File: src/verilog/mpoc_pkg.sv
// Constants for the meter pulse output controller
// What this block does
// - Both outputs of a pair always share one setting.
// - One function code selects all four outputs; it resets to 95.
// - Code 73: one 5 ms pulse on pair one per four flow one pulses.
// - Code 83: one 22 ms pulse on pair one per four flow one pulses.
// - Code 80: repeat flow one on pair one, flow two on pair two, 3.9 ms.
// - Code 82: repeat flow one on pair one at 3.9 ms; pair two idle.
// - Meter-count widths: 94 is 10 ms, 95 is 32 ms, 96 is 100 ms, 93 is 250 ms.
// - Code 99: no own pulses; both pairs follow commanded states only.
// - Host commands each pair OFF or ON; OFF is open, ON is closed.
// - Controlled states saved on change, restored after reset, readable.
// - Meter type picks pair sources: heat/volume, heat/cooling, cooling/volume, volume/volume.
// - Source choice is fixed at delivery and cannot be changed later.
// - One pulse per step of the least displayed digit, set by resolution code.
// - Pulses owed are gathered per integration and sent afterwards at fixed rate.
// - Slot one outputs are the first members of each pair, slot two the second.
// - Integration runs every 2 seconds on mains supply.
// - Integration stretches to 8 seconds on backup battery.
package mpoc_pkg;
  localparam int CLK_PERIOD_NS = 10;
  // Pulse widths (microseconds) and integration intervals (milliseconds) in cycles
  localparam int W_5MS_CYC       = 5000 * 1000 / CLK_PERIOD_NS;
  localparam int W_22MS_CYC      = 22000 * 1000 / CLK_PERIOD_NS;
  localparam int W_3M9_CYC       = 3900 * 1000 / CLK_PERIOD_NS;
  localparam int W_10MS_CYC      = 10000 * 1000 / CLK_PERIOD_NS;
  localparam int W_32MS_CYC      = 32000 * 1000 / CLK_PERIOD_NS;
  localparam int W_100MS_CYC     = 100000 * 1000 / CLK_PERIOD_NS;
  localparam int W_250MS_CYC     = 250000 * 1000 / CLK_PERIOD_NS;
  localparam int INTEG_MAINS_CYC = 2000 * (1000000 / CLK_PERIOD_NS);
  localparam int INTEG_BATT_CYC  = 8000 * (1000000 / CLK_PERIOD_NS);
  // Output function codes
  localparam logic [7:0] FC_DIV4_5MS   = 8'h49; // 73
  localparam logic [7:0] FC_REP_BOTH   = 8'h50; // 80
  localparam logic [7:0] FC_REP_ONE    = 8'h52; // 82
  localparam logic [7:0] FC_DIV4_22MS  = 8'h53; // 83
  localparam logic [7:0] FC_MC_250MS   = 8'h5D; // 93
  localparam logic [7:0] FC_MC_10MS    = 8'h5E; // 94
  localparam logic [7:0] FC_MC_32MS    = 8'h5F; // 95
  localparam logic [7:0] FC_MC_100MS   = 8'h60; // 96
  localparam logic [7:0] FC_CONTROLLED = 8'h63; // 99
  localparam logic [7:0] FC_RESET      = FC_MC_32MS;
  // Register indices
  localparam logic [3:0] REG_FUNC_CODE  = 4'h0;
  localparam logic [3:0] REG_RESOLUTION = 4'h1;
  localparam logic [3:0] REG_CMD_STATE  = 4'h2;
  localparam logic [3:0] REG_STATUS     = 4'h3;
  localparam logic [3:0] REG_OWED_ONE   = 4'h4;
  localparam logic [3:0] REG_OWED_TWO   = 4'h5;
  localparam logic [1:0] RES_RESET      = 2'h0;
  // Status field positions
  localparam int ST_OUT_ONE  = 0;
  localparam int ST_OUT_TWO  = 1;
  localparam int ST_BATTERY  = 2;
  localparam int ST_TYPE_LSB = 4;
  // Meter-count source selectors
  localparam logic [1:0] SRC_HEAT = 2'h0;
  localparam logic [1:0] SRC_COOL = 2'h1;
  localparam logic [1:0] SRC_VOL  = 2'h2;
  localparam int DIV_BY_FOUR = 4;
endpackage

File: src/verilog/mpoc_pair_if.sv
// Link between the controller and one pair's pulse emitter
`timescale 1ns/1ps
interface mpoc_pair_if #(parameter int CNT_W = 16);
  logic             add_valid;
  logic [CNT_W-1:0] add_count;
  logic [31:0]      width_cyc;
  logic             clear;
  logic             pulse;
  logic [CNT_W-1:0] owed;
  modport gen (input add_valid, input add_count, input width_cyc, input clear,
               output pulse, output owed);
  modport drv (output add_valid, output add_count, output width_cyc, output clear,
               input pulse, input owed);
endinterface

File: src/verilog/mpoc_pair_gen.sv
// Pulse emitter for one output pair: owed count drained at a fixed rate
`timescale 1ns/1ps
module mpoc_pair_gen #(
  parameter int CNT_W = 16
) (
  input  wire logic  clk_in,
  input  wire logic  rstn_in,
  mpoc_pair_if.gen   port
);
  typedef enum logic [1:0] {MPOC_IDLE, MPOC_ON, MPOC_GAP} mpoc_gen_e;

  mpoc_gen_e        state_q;
  logic [31:0]      timer_q;
  logic [CNT_W-1:0] owed_q;
  logic [CNT_W-1:0] owed_d;
  logic [CNT_W:0]   sum;
  logic             start;

  assign start = (state_q == MPOC_IDLE) && (owed_q != '0) && !port.clear;

  // Saturating add so a long backlog clips rather than wraps
  always_comb begin
    sum = {1'b0, owed_q} + {1'b0, (port.add_valid ? port.add_count : {CNT_W{1'b0}})};
    if (sum[CNT_W]) begin
      owed_d = '1;
    end else begin
      owed_d = sum[CNT_W-1:0] - {{(CNT_W-1){1'b0}}, start};
    end
  end

  // Owed count keeps what was not sent and adds each new batch to it
  always_ff @(posedge clk_in or negedge rstn_in) begin
    if (!rstn_in) begin
      owed_q <= '0;
    end else if (port.clear) begin
      owed_q <= '0;
    end else begin
      owed_q <= owed_d;
    end
  end

  // Pulse on for one width, then off for one width plus one idle cycle: fixed frequency
  always_ff @(posedge clk_in or negedge rstn_in) begin
    if (!rstn_in) begin
      state_q    <= MPOC_IDLE;
      timer_q    <= '0;
      port.pulse <= 1'b0;
    end else if (port.clear) begin
      state_q    <= MPOC_IDLE;
      timer_q    <= '0;
      port.pulse <= 1'b0;
    end else begin
      case (state_q)
        MPOC_IDLE: begin
          if (start) begin
            state_q    <= MPOC_ON;
            timer_q    <= port.width_cyc - 32'h0000_0001;
            port.pulse <= 1'b1;
          end
        end
        MPOC_ON: begin
          if (timer_q == '0) begin
            state_q    <= MPOC_GAP;
            timer_q    <= port.width_cyc - 32'h0000_0001;
            port.pulse <= 1'b0;
          end else begin
            timer_q <= timer_q - 32'h0000_0001;
          end
        end
        MPOC_GAP: begin
          if (timer_q == '0) begin
            state_q <= MPOC_IDLE;
          end else begin
            timer_q <= timer_q - 32'h0000_0001;
          end
        end
        default: begin
          state_q    <= MPOC_IDLE;
          port.pulse <= 1'b0;
        end
      endcase
    end
  end

  assign port.owed = owed_q;
endmodule

File: src/verilog/mpoc_top.sv
// Meter pulse output controller: mode select, sources, batching and outputs
`timescale 1ns/1ps
module mpoc_top #(
  parameter int CNT_W           = 16,
  parameter int W_5MS_CYC       = mpoc_pkg::W_5MS_CYC,
  parameter int W_22MS_CYC      = mpoc_pkg::W_22MS_CYC,
  parameter int W_3M9_CYC       = mpoc_pkg::W_3M9_CYC,
  parameter int W_10MS_CYC      = mpoc_pkg::W_10MS_CYC,
  parameter int W_32MS_CYC      = mpoc_pkg::W_32MS_CYC,
  parameter int W_100MS_CYC     = mpoc_pkg::W_100MS_CYC,
  parameter int W_250MS_CYC     = mpoc_pkg::W_250MS_CYC,
  parameter int INTEG_MAINS_CYC = mpoc_pkg::INTEG_MAINS_CYC,
  parameter int INTEG_BATT_CYC  = mpoc_pkg::INTEG_BATT_CYC
) (
  input  wire logic        clk_in,
  input  wire logic        rstn_in,
  input  wire logic [3:0]  reg_addr_in,
  input  wire logic [31:0] reg_wdata_in,
  input  wire logic        reg_wr_in,
  input  wire logic        reg_rd_in,
  output logic      [31:0] reg_rdata_out,
  input  wire logic        flow_one_pulse_in,
  input  wire logic        flow_two_pulse_in,
  input  wire logic        heat_energy_inc_in,
  input  wire logic        cooling_energy_inc_in,
  input  wire logic        volume_inc_in,
  input  wire logic [2:0]  meter_type_in,
  input  wire logic        on_battery_in,
  input  wire logic [1:0]  nvm_saved_state_in,
  output logic             nvm_save_out,
  output logic      [1:0]  nvm_save_state_out,
  output logic             integration_tick_out,
  output logic             slot_one_first_output_out,
  output logic             slot_two_first_output_out,
  output logic             slot_one_second_output_out,
  output logic             slot_two_second_output_out
);
  // Elaboration checks on sizes the logic cannot serve
  if (CNT_W < 4 || CNT_W > 31) begin : g_bad_cnt
    $error("CNT_W must lie between 4 and 31");
  end
  if (W_5MS_CYC < 1 || W_3M9_CYC < 1 || W_10MS_CYC < 1 || INTEG_MAINS_CYC < 2) begin : g_bad_t
    $error("Timing counts must be at least one cycle");
  end

  logic [7:0]       func_code_q;
  logic [1:0]       res_code_q;
  logic [1:0]       cmd_state_q;
  logic [2:0]       meter_type_q;
  logic             strap_pending_q;
  logic [31:0]      integ_cnt_q;
  logic             tick_q;
  logic             flow_one_q;
  logic             flow_two_q;
  logic [1:0]       div_cnt_q;
  logic [2:0]       digit_step;
  logic [1:0]       src_sel [2];
  logic [CNT_W-1:0] batch_q [2];
  logic             trig [2];
  logic [31:0]      width_sel;
  logic             mode_div4;
  logic             mode_rep_both;
  logic             mode_rep_one;
  logic             mode_meter;
  logic             mode_ctrl;
  logic             flow_one_rise;
  logic             flow_two_rise;
  logic             code_ok;
  logic [1:0]       gen_pulse;
  logic [CNT_W-1:0] gen_owed [2];

  // Mode decode from the single function code
  assign mode_div4     = (func_code_q == mpoc_pkg::FC_DIV4_5MS)
                         || (func_code_q == mpoc_pkg::FC_DIV4_22MS);
  assign mode_rep_both = (func_code_q == mpoc_pkg::FC_REP_BOTH);
  assign mode_rep_one  = (func_code_q == mpoc_pkg::FC_REP_ONE);
  assign mode_ctrl     = (func_code_q == mpoc_pkg::FC_CONTROLLED);
  assign mode_meter    = !(mode_div4 || mode_rep_both || mode_rep_one || mode_ctrl);

  // Only listed codes are accepted; anything else leaves the code unchanged
  always_comb begin
    case (reg_wdata_in[7:0])
      mpoc_pkg::FC_DIV4_5MS, mpoc_pkg::FC_REP_BOTH, mpoc_pkg::FC_REP_ONE,
      mpoc_pkg::FC_DIV4_22MS, mpoc_pkg::FC_MC_250MS, mpoc_pkg::FC_MC_10MS,
      mpoc_pkg::FC_MC_32MS, mpoc_pkg::FC_MC_100MS, mpoc_pkg::FC_CONTROLLED: code_ok = 1'b1;
      default: code_ok = 1'b0;
    endcase
  end

  // Pulse width per code
  always_comb begin
    case (func_code_q)
      mpoc_pkg::FC_DIV4_5MS:  width_sel = 32'(W_5MS_CYC);
      mpoc_pkg::FC_DIV4_22MS: width_sel = 32'(W_22MS_CYC);
      mpoc_pkg::FC_REP_BOTH,
      mpoc_pkg::FC_REP_ONE:   width_sel = 32'(W_3M9_CYC);
      mpoc_pkg::FC_MC_10MS:   width_sel = 32'(W_10MS_CYC);
      mpoc_pkg::FC_MC_100MS:  width_sel = 32'(W_100MS_CYC);
      mpoc_pkg::FC_MC_250MS:  width_sel = 32'(W_250MS_CYC);
      default:                width_sel = 32'(W_32MS_CYC);
    endcase
  end

  // Function code and resolution registers
  always_ff @(posedge clk_in or negedge rstn_in) begin
    if (!rstn_in) begin
      func_code_q <= mpoc_pkg::FC_RESET;
      res_code_q  <= mpoc_pkg::RES_RESET;
    end else if (reg_wr_in) begin
      if (reg_addr_in == mpoc_pkg::REG_FUNC_CODE && code_ok) begin
        func_code_q <= reg_wdata_in[7:0];
      end
      if (reg_addr_in == mpoc_pkg::REG_RESOLUTION) begin
        res_code_q <= reg_wdata_in[1:0];
      end
    end
  end

  // Meter type caught once after reset release; no register can alter it
  always_ff @(posedge clk_in or negedge rstn_in) begin
    if (!rstn_in) begin
      strap_pending_q <= 1'b1;
      meter_type_q    <= 3'h0;
    end else if (strap_pending_q) begin
      strap_pending_q <= 1'b0;
      meter_type_q    <= meter_type_in;
    end
  end

  // Commanded pair states: restored from saved copy first, then host writes
  always_ff @(posedge clk_in or negedge rstn_in) begin
    if (!rstn_in) begin
      cmd_state_q        <= 2'h0;
      nvm_save_out       <= 1'b0;
      nvm_save_state_out <= 2'h0;
    end else begin
      nvm_save_out <= 1'b0;
      if (strap_pending_q) begin
        cmd_state_q <= nvm_saved_state_in;
      end else if (reg_wr_in && reg_addr_in == mpoc_pkg::REG_CMD_STATE && mode_ctrl) begin
        cmd_state_q <= reg_wdata_in[1:0];
        if (reg_wdata_in[1:0] != cmd_state_q) begin
          nvm_save_out       <= 1'b1;
          nvm_save_state_out <= reg_wdata_in[1:0];
        end
      end
    end
  end

  // Integration timer; the limit follows on_battery_in at once, in the interval under way
  always_ff @(posedge clk_in or negedge rstn_in) begin
    if (!rstn_in) begin
      integ_cnt_q <= 32'h0000_0000;
      tick_q      <= 1'b0;
    end else begin
      tick_q <= 1'b0;
      if (integ_cnt_q >= 32'(on_battery_in ? INTEG_BATT_CYC : INTEG_MAINS_CYC) - 32'h0000_0001)
      begin
        integ_cnt_q <= 32'h0000_0000;
        tick_q      <= 1'b1;
      end else begin
        integ_cnt_q <= integ_cnt_q + 32'h0000_0001;
      end
    end
  end
  assign integration_tick_out = tick_q;

  // Flow sensor edge detection and divide-by-four
  always_ff @(posedge clk_in or negedge rstn_in) begin
    if (!rstn_in) begin
      flow_one_q <= 1'b0;
      flow_two_q <= 1'b0;
      div_cnt_q  <= 2'h0;
    end else begin
      flow_one_q <= flow_one_pulse_in;
      flow_two_q <= flow_two_pulse_in;
      if (!mode_div4) begin
        div_cnt_q <= 2'h0;
      end else if (flow_one_rise) begin
        div_cnt_q <= div_cnt_q + 2'h1;
      end
    end
  end
  assign flow_one_rise = flow_one_pulse_in && !flow_one_q;
  assign flow_two_rise = flow_two_pulse_in && !flow_two_q;

  // Source increments scaled to the least displayed digit, one prescaler each
  genvar s;
  for (s = 0; s < 3; s++) begin : g_src
    logic [9:0] pre_q;
    logic       inc;
    logic [9:0] lim;
    assign inc = (s == 0) ? heat_energy_inc_in
               : (s == 1) ? cooling_energy_inc_in : volume_inc_in;
    assign lim = (res_code_q == 2'h0) ? 10'h000 : (res_code_q == 2'h1) ? 10'h009
               : (res_code_q == 2'h2) ? 10'h063 : 10'h3E7;
    assign digit_step[s] = inc && (pre_q >= lim);
    always_ff @(posedge clk_in or negedge rstn_in) begin
      if (!rstn_in) begin
        pre_q <= 10'h000;
      end else if (inc) begin
        pre_q <= (pre_q >= lim) ? 10'h000 : pre_q + 10'h001;
      end
    end
  end

  // Source per pair from meter type
  always_comb begin
    case (meter_type_q)
      3'h3, 3'h6: begin
        src_sel[0] = mpoc_pkg::SRC_HEAT;
        src_sel[1] = mpoc_pkg::SRC_COOL;
      end
      3'h5: begin
        src_sel[0] = mpoc_pkg::SRC_COOL;
        src_sel[1] = mpoc_pkg::SRC_VOL;
      end
      3'h7: begin
        src_sel[0] = mpoc_pkg::SRC_VOL;
        src_sel[1] = mpoc_pkg::SRC_VOL;
      end
      default: begin
        src_sel[0] = mpoc_pkg::SRC_HEAT;
        src_sel[1] = mpoc_pkg::SRC_VOL;
      end
    endcase
  end

  // Transmitter triggers per pair
  assign trig[0] = (mode_div4 && flow_one_rise && div_cnt_q == 2'(mpoc_pkg::DIV_BY_FOUR - 1))
                   || ((mode_rep_both || mode_rep_one) && flow_one_rise);
  assign trig[1] = mode_rep_both && flow_two_rise;

  // Per pair: batch gathering, emitter, and a shared drive for both members
  genvar p;
  for (p = 0; p < 2; p++) begin : g_pair
    mpoc_pair_if #(.CNT_W(CNT_W)) pif ();
    logic step;
    assign step = mode_meter && digit_step[src_sel[p]];

    // Batch is handed over at each integration, a same-cycle step starts the next
    always_ff @(posedge clk_in or negedge rstn_in) begin
      if (!rstn_in) begin
        batch_q[p] <= '0;
      end else if (!mode_meter) begin
        batch_q[p] <= '0;
      end else if (tick_q) begin
        batch_q[p] <= {{(CNT_W-1){1'b0}}, step};
      end else if (step && batch_q[p] != '1) begin
        batch_q[p] <= batch_q[p] + {{(CNT_W-1){1'b0}}, 1'b1};
      end
    end

    assign pif.add_valid = mode_meter ? tick_q : trig[p];
    assign pif.add_count = mode_meter ? batch_q[p] : {{(CNT_W-1){1'b0}}, 1'b1};
    assign pif.width_cyc = width_sel;
    assign pif.clear     = mode_ctrl || (mode_rep_one && p == 1);
    assign gen_pulse[p]  = pif.pulse;
    assign gen_owed[p]   = pif.owed;

    mpoc_pair_gen #(.CNT_W(CNT_W)) u_gen (
      .clk_in  (clk_in),
      .rstn_in (rstn_in),
      .port    (pif.gen)
    );
  end

  // Output pins: each pair drives its slot one and slot two member alike
  always_ff @(posedge clk_in or negedge rstn_in) begin
    if (!rstn_in) begin
      slot_one_first_output_out  <= 1'b0;
      slot_two_first_output_out  <= 1'b0;
      slot_one_second_output_out <= 1'b0;
      slot_two_second_output_out <= 1'b0;
    end else begin
      slot_one_first_output_out  <= mode_ctrl ? cmd_state_q[0] : gen_pulse[0];
      slot_two_first_output_out  <= mode_ctrl ? cmd_state_q[0] : gen_pulse[0];
      slot_one_second_output_out <= mode_ctrl ? cmd_state_q[1] : gen_pulse[1];
      slot_two_second_output_out <= mode_ctrl ? cmd_state_q[1] : gen_pulse[1];
    end
  end

  // Read port: data one cycle after the strobe, zero elsewhere
  always_ff @(posedge clk_in or negedge rstn_in) begin
    if (!rstn_in) begin
      reg_rdata_out <= 32'h0000_0000;
    end else if (reg_rd_in) begin
      case (reg_addr_in)
        mpoc_pkg::REG_FUNC_CODE:  reg_rdata_out <= {24'h00_0000, func_code_q};
        mpoc_pkg::REG_RESOLUTION: reg_rdata_out <= {30'h0000_0000, res_code_q};
        mpoc_pkg::REG_CMD_STATE:  reg_rdata_out <= {30'h0000_0000, cmd_state_q};
        mpoc_pkg::REG_STATUS: begin
          reg_rdata_out <= 32'h0000_0000;
          reg_rdata_out[mpoc_pkg::ST_OUT_ONE] <= slot_one_first_output_out;
          reg_rdata_out[mpoc_pkg::ST_OUT_TWO] <= slot_one_second_output_out;
          reg_rdata_out[mpoc_pkg::ST_BATTERY] <= on_battery_in;
          reg_rdata_out[mpoc_pkg::ST_TYPE_LSB +: 3] <= meter_type_q;
        end
        mpoc_pkg::REG_OWED_ONE:   reg_rdata_out <= 32'(gen_owed[0]);
        mpoc_pkg::REG_OWED_TWO:   reg_rdata_out <= 32'(gen_owed[1]);
        default:                  reg_rdata_out <= 32'h0000_0000;
      endcase
    end else begin
      reg_rdata_out <= 32'h0000_0000;
    end
  end
endmodule

File: config.mk
export PLATFORM = sky130hd
export DESIGN_NAME = mpoc_top
export DESIGN_NICKNAME = d
export VERILOG_FILES = /design/src/verilog/mpoc_pkg.sv /design/src/verilog/mpoc_pair_if.sv /design/src/verilog/mpoc_pair_gen.sv /design/src/verilog/mpoc_top.sv
export SDC_FILE = /design/constraint.sdc
export NUM_CORES = 1
export LEC_CHECK = 0
export ABC_AREA = 0
export BUFFER_PORTS_ARGS = -buffer_cell sky130_fd_sc_hd__buf_4
export CAP_MARGIN = 15
export CORE_MARGIN = 2
export CORE_UTILIZATION = 50
export DETAILED_ROUTE_END_ITERATION = 6
export PLACE_DENSITY = 0.78
export SYNTH_ARGS = -nofsm -noshare
export SYNTH_HDL_FRONTEND = slang
export SYNTH_HIERARCHICAL = 1
export SYNTH_SLANG_ARGS = --single-unit
export TNS_END_PERCENT = 20
File: constraint.sdc
create_clock -name clk_in -period 10.6 [get_ports clk_in]
set_input_delay 1.59 -clock clk_in [delete_from_list [all_inputs] [get_ports clk_in]]
set_output_delay 1.59 -clock clk_in [all_outputs]
set_load 0.05 [all_outputs]
==> impl_metrics.tcl <==
set metrics [dict create \
    p_clk_share_pct 25.0 \
    pin_count 91 \
    critPathMaxFanout 37 \
    cp_slowest_cell "or3_1" \
    p_per_area_nw_per_um2 217 \
    drv_cap 0 \
    rsz0062_at_grt "no" \
    crit_path_max_incr_delay_ps 570 \
    path_cells "nor4bb_1 -> nand3b_1 -> inv_2 -> nor4_4 -> buf_4 -> a22o_1 -> and2_1 -> ha_1 -> fa_1 -> a21o_1 -> a221oi_2 -> o21ai_0 -> a2111oi_0 -> or3_1 -> nand2_1 -> or4b_1 -> and3_1" \
    synth_flop_cell "dfrtp_1" \
    remaining_drc_errors 0 \
    status "finished clean" \
    holdBufCountCts 0 \
    cts_buffers 28 \
    grt_pass1_wl_um 75900 \
    wl_um 45600 \
    post_cts_buffers 0 \
    groute.usage.overall_pct 25.3 \
    die_width_um 190 \
    drive_gt1_share_pct 9.75 \
    diodes 0 \
    num_vias 15648 \
    final.setup.tns_ps 0 \
    antenna_found_initial 0 \
    dpl.hpwl_um 32100 \
    syn-instance-count 2003 \
    yosys.cell_count.top_type "dfrtp_1" \
    worstSetupPathType "reg -> reg" \
    cts_tree "yes" \
    drtAntennaViolNets 0 \
    sw_frac_of_total_pct 42.5 \
    tightest_slew_ps 1110 \
    cts_resized 0 \
    seqPwrFrac_pct 32.1 \
    clockRootBuffer "clkbuf_16" \
    fp.dieH_um 190 \
    endpoint_kind "flop" \
    drv_slew 0 \
    yosysTopAreaCellShare_pct 33.4 \
    finalHoldViolations 0 \
    start_util_pct 50.5 \
    coreArea_sq_um 34300 \
    ys_ff_latch 238 \
    synth_area_leader_cell "dfrtp_1" \
    cts_max_level 1 \
    gp_congestion 0.962 \
    peakVddDrop_v 0.000138 \
    finalSetupViolCount 0 \
    combPwrFrac_pct 42.9 \
    required_ps 11030 \
    cp.arrival_ps 6370 \
    p_switching_mw 1.76 \
    syn_area_sq_um 17300 \
    ys_seq_area_share_pct 34.5 \
    async_reset_ff_share_pct 100 \
    dp_slack_ps 4830 \
    fmax_mhz 168 \
    maxSlewHeadroom_pct 25.8 \
    vias_per_cell 6.12 \
    clkSinkCount 238 \
    area_growth_pct 10.7 \
    crit_path_start_kind "flop" \
    hp-class "reg -> reg" \
    clkLatencyLatePin_ps 560 \
    nFillCells 2952 \
    overflow 0 \
    synth.distinct_cells 96 \
    synth.top_cells.by_area "dfrtp_1 33%, ha_1 6.7%, xnor2_1 4.8%" \
    clk_pin_slew_worst_paths_ps 60 \
    cts_max_path_buffers 3 \
    leakage_nw 8.31 \
    fin_crit_sh_pct 56.0 \
    first_pass_iters 7 \
    die_area_sq_um 36100 \
    fin_ws_ps 4660 \
    p_int_mw 2.39 \
    period_minus_slack_ps 5940 \
    grt_max_degree 91 \
    numPortBuffers 50 \
    synth.yosys.warnings 6 \
    avgSynthCellArea_sq_um 8.64 \
    initialDrtViolationCount 1381 \
    synth_edf_count 0 \
    wl_per_cell_um 17.8 \
    synthTopCellsByCount "231 x dfrtp_1, 199 x nor2_1, 155 x nand2_1, 126 x a21oi_1, 104 x o21ai_0" \
    nets 2225 \
    finalClockSkew_ps 14.0 \
    grt_pass1_vias 15167 \
    rows 68 \
]
cell type report:
type                            count  area [sq um]  share of cell area, %
Multi-Input combinational cell   1689         10900                   57.1
Sequential cell                   238          5960                   31.1
Clock buffer                       34           754                   3.94
Tap cell                          455           569                   2.97
Timing Repair Buffer               61           465                   2.43
Inverter                           62           233                   1.21
Clock inverter                     18           228                   1.19
state kept, by name (all words and copies together), names as in the netlist, 2 cells and up:
register and cells:
nvm_save_state_out 2, g_pair.u_gen/timer_q 64, meter_type_q 3, g_pair.u_gen/state_q 4
g_pair.u_gen/port.owed 32, func_code_q 8, div_cnt_q 2, reg_rdata_out 16
batch_q 32, integ_cnt_q 32, g_src.pre_q 30, res_code_q 2
cmd_state_q 2, g_pair.u_gen/port.pulse 2
placed cells by master (no fill, tap or decap), types with 57 or more instances in the layout:
master,netlist,layout
dfrtp_1,231,231
nor2_1,199,199
nand2_1,155,155
a21oi_1,126,126
o21ai_0,104,104
xnor2_1,95,95
ha_1,92,92
conb_1,1,88
and2_1,74,74
nand3_1,62,62
inv_1,61,61
buf_4,20,60
nor3_1,57,57
logic make-up (layout without fill, tap and decap cells):
kind of cell	Yosys count	in the layout	synth area share (%)
xor gates and xnor gates	150	150	7.59
and+or+nand+nor	839	839	26.1
AOI/OAI and AO/OA	487	487	18.7
other	1	88	0.0217
adders and majority gates	94	94	6.88
DFF	238	238	34.5
muxes	31	31	1.92
buffers and inverters	163	175	4.24
metrics by stage:
stage	utilization (%)	hold WS [ps]	power [mW]	std cells	cell area (sq um)
2_1_floorplan	-	455	2.63	2090	17600
3_3_place_gp	53.0	465	2.99	2505	18200
3_5_place_dp	53.0	477	3.07	2505	18200
4_1_cts	55.9	490	4.12	2557	19200
5_1_grt	55.9	520	4.41	2557	19200
6_report	55.9	486	4.15	2557	19200
final timing paths:
| path | startpoint | cells after the start | slack [ps] | endpoint |
|---|---|---|---|---|
| worst max-delay path | func_code_q[6]$_DFFE_PN1P_ | 17 | 4660 | g_pair[0].u_gen/port.owed[15]$_DFF_PN0_ |
| worst max register to register | func_code_q[6]$_DFFE_PN1P_ | 17 | 4660 | g_pair[0].u_gen/port.owed[15]$_DFF_PN0_ |
| worst min register to register | nvm_save_state_out[0]$_DFFE_PN0P_ | 2 | 490 | nvm_save_state_out[0]$_DFFE_PN0P_ |
| min in group asynchronous | rstn_in | 1 | 1020 | g_src[1].pre_q[3]$_DFFE_PN0P_ |
| worst min-delay path | nvm_save_state_out[0]$_DFFE_PN0P_ | 2 | 490 | nvm_save_state_out[0]$_DFFE_PN0P_ |
| max in group asynchronous | rstn_in | 2 | 8060 | g_pair[1].u_gen/timer_q[27]$_DFFE_PN0P_ |
per-layer routing:
metal  part of all wire, %  wire [um]  vias to the layer above  global-route usage [%]
met3                   7.6       3460                      102                    3.45
met5                     0          0                        -                       0
met1                    43      19800                     7559                    34.9
met4                   3.0       1360                        0                    7.60
met2                    46      20900                      614                    41.4
li1                      -          -                     7373                       -
power groups by stage:
stage / clock network [mW] / registers (mW) / logic (mW)
after floorplan: 0 / 1.28 / 1.35
after global placement: 0 / 1.33 / 1.67
after detailed placement: 0 / 1.34 / 1.73
after CTS: 1.05 / 1.33 / 1.75
after global routing: 1.08 / 1.36 / 1.97
final: 1.04 / 1.33 / 1.78
worst max-delay path, delay by kind of cell (launching register included):
kind | cells | cell delay [ps]
AO/OA/AOI/OAI | 5 | 1780
adder cells (fa/ha/maj) | 2 | 640
buffers and inverters | 2 | 460
flip-flops | 1 | 560
AND/OR/NAND/NOR | 8 | 2360
Note: power is estimated with default switching activity, not from simulation.
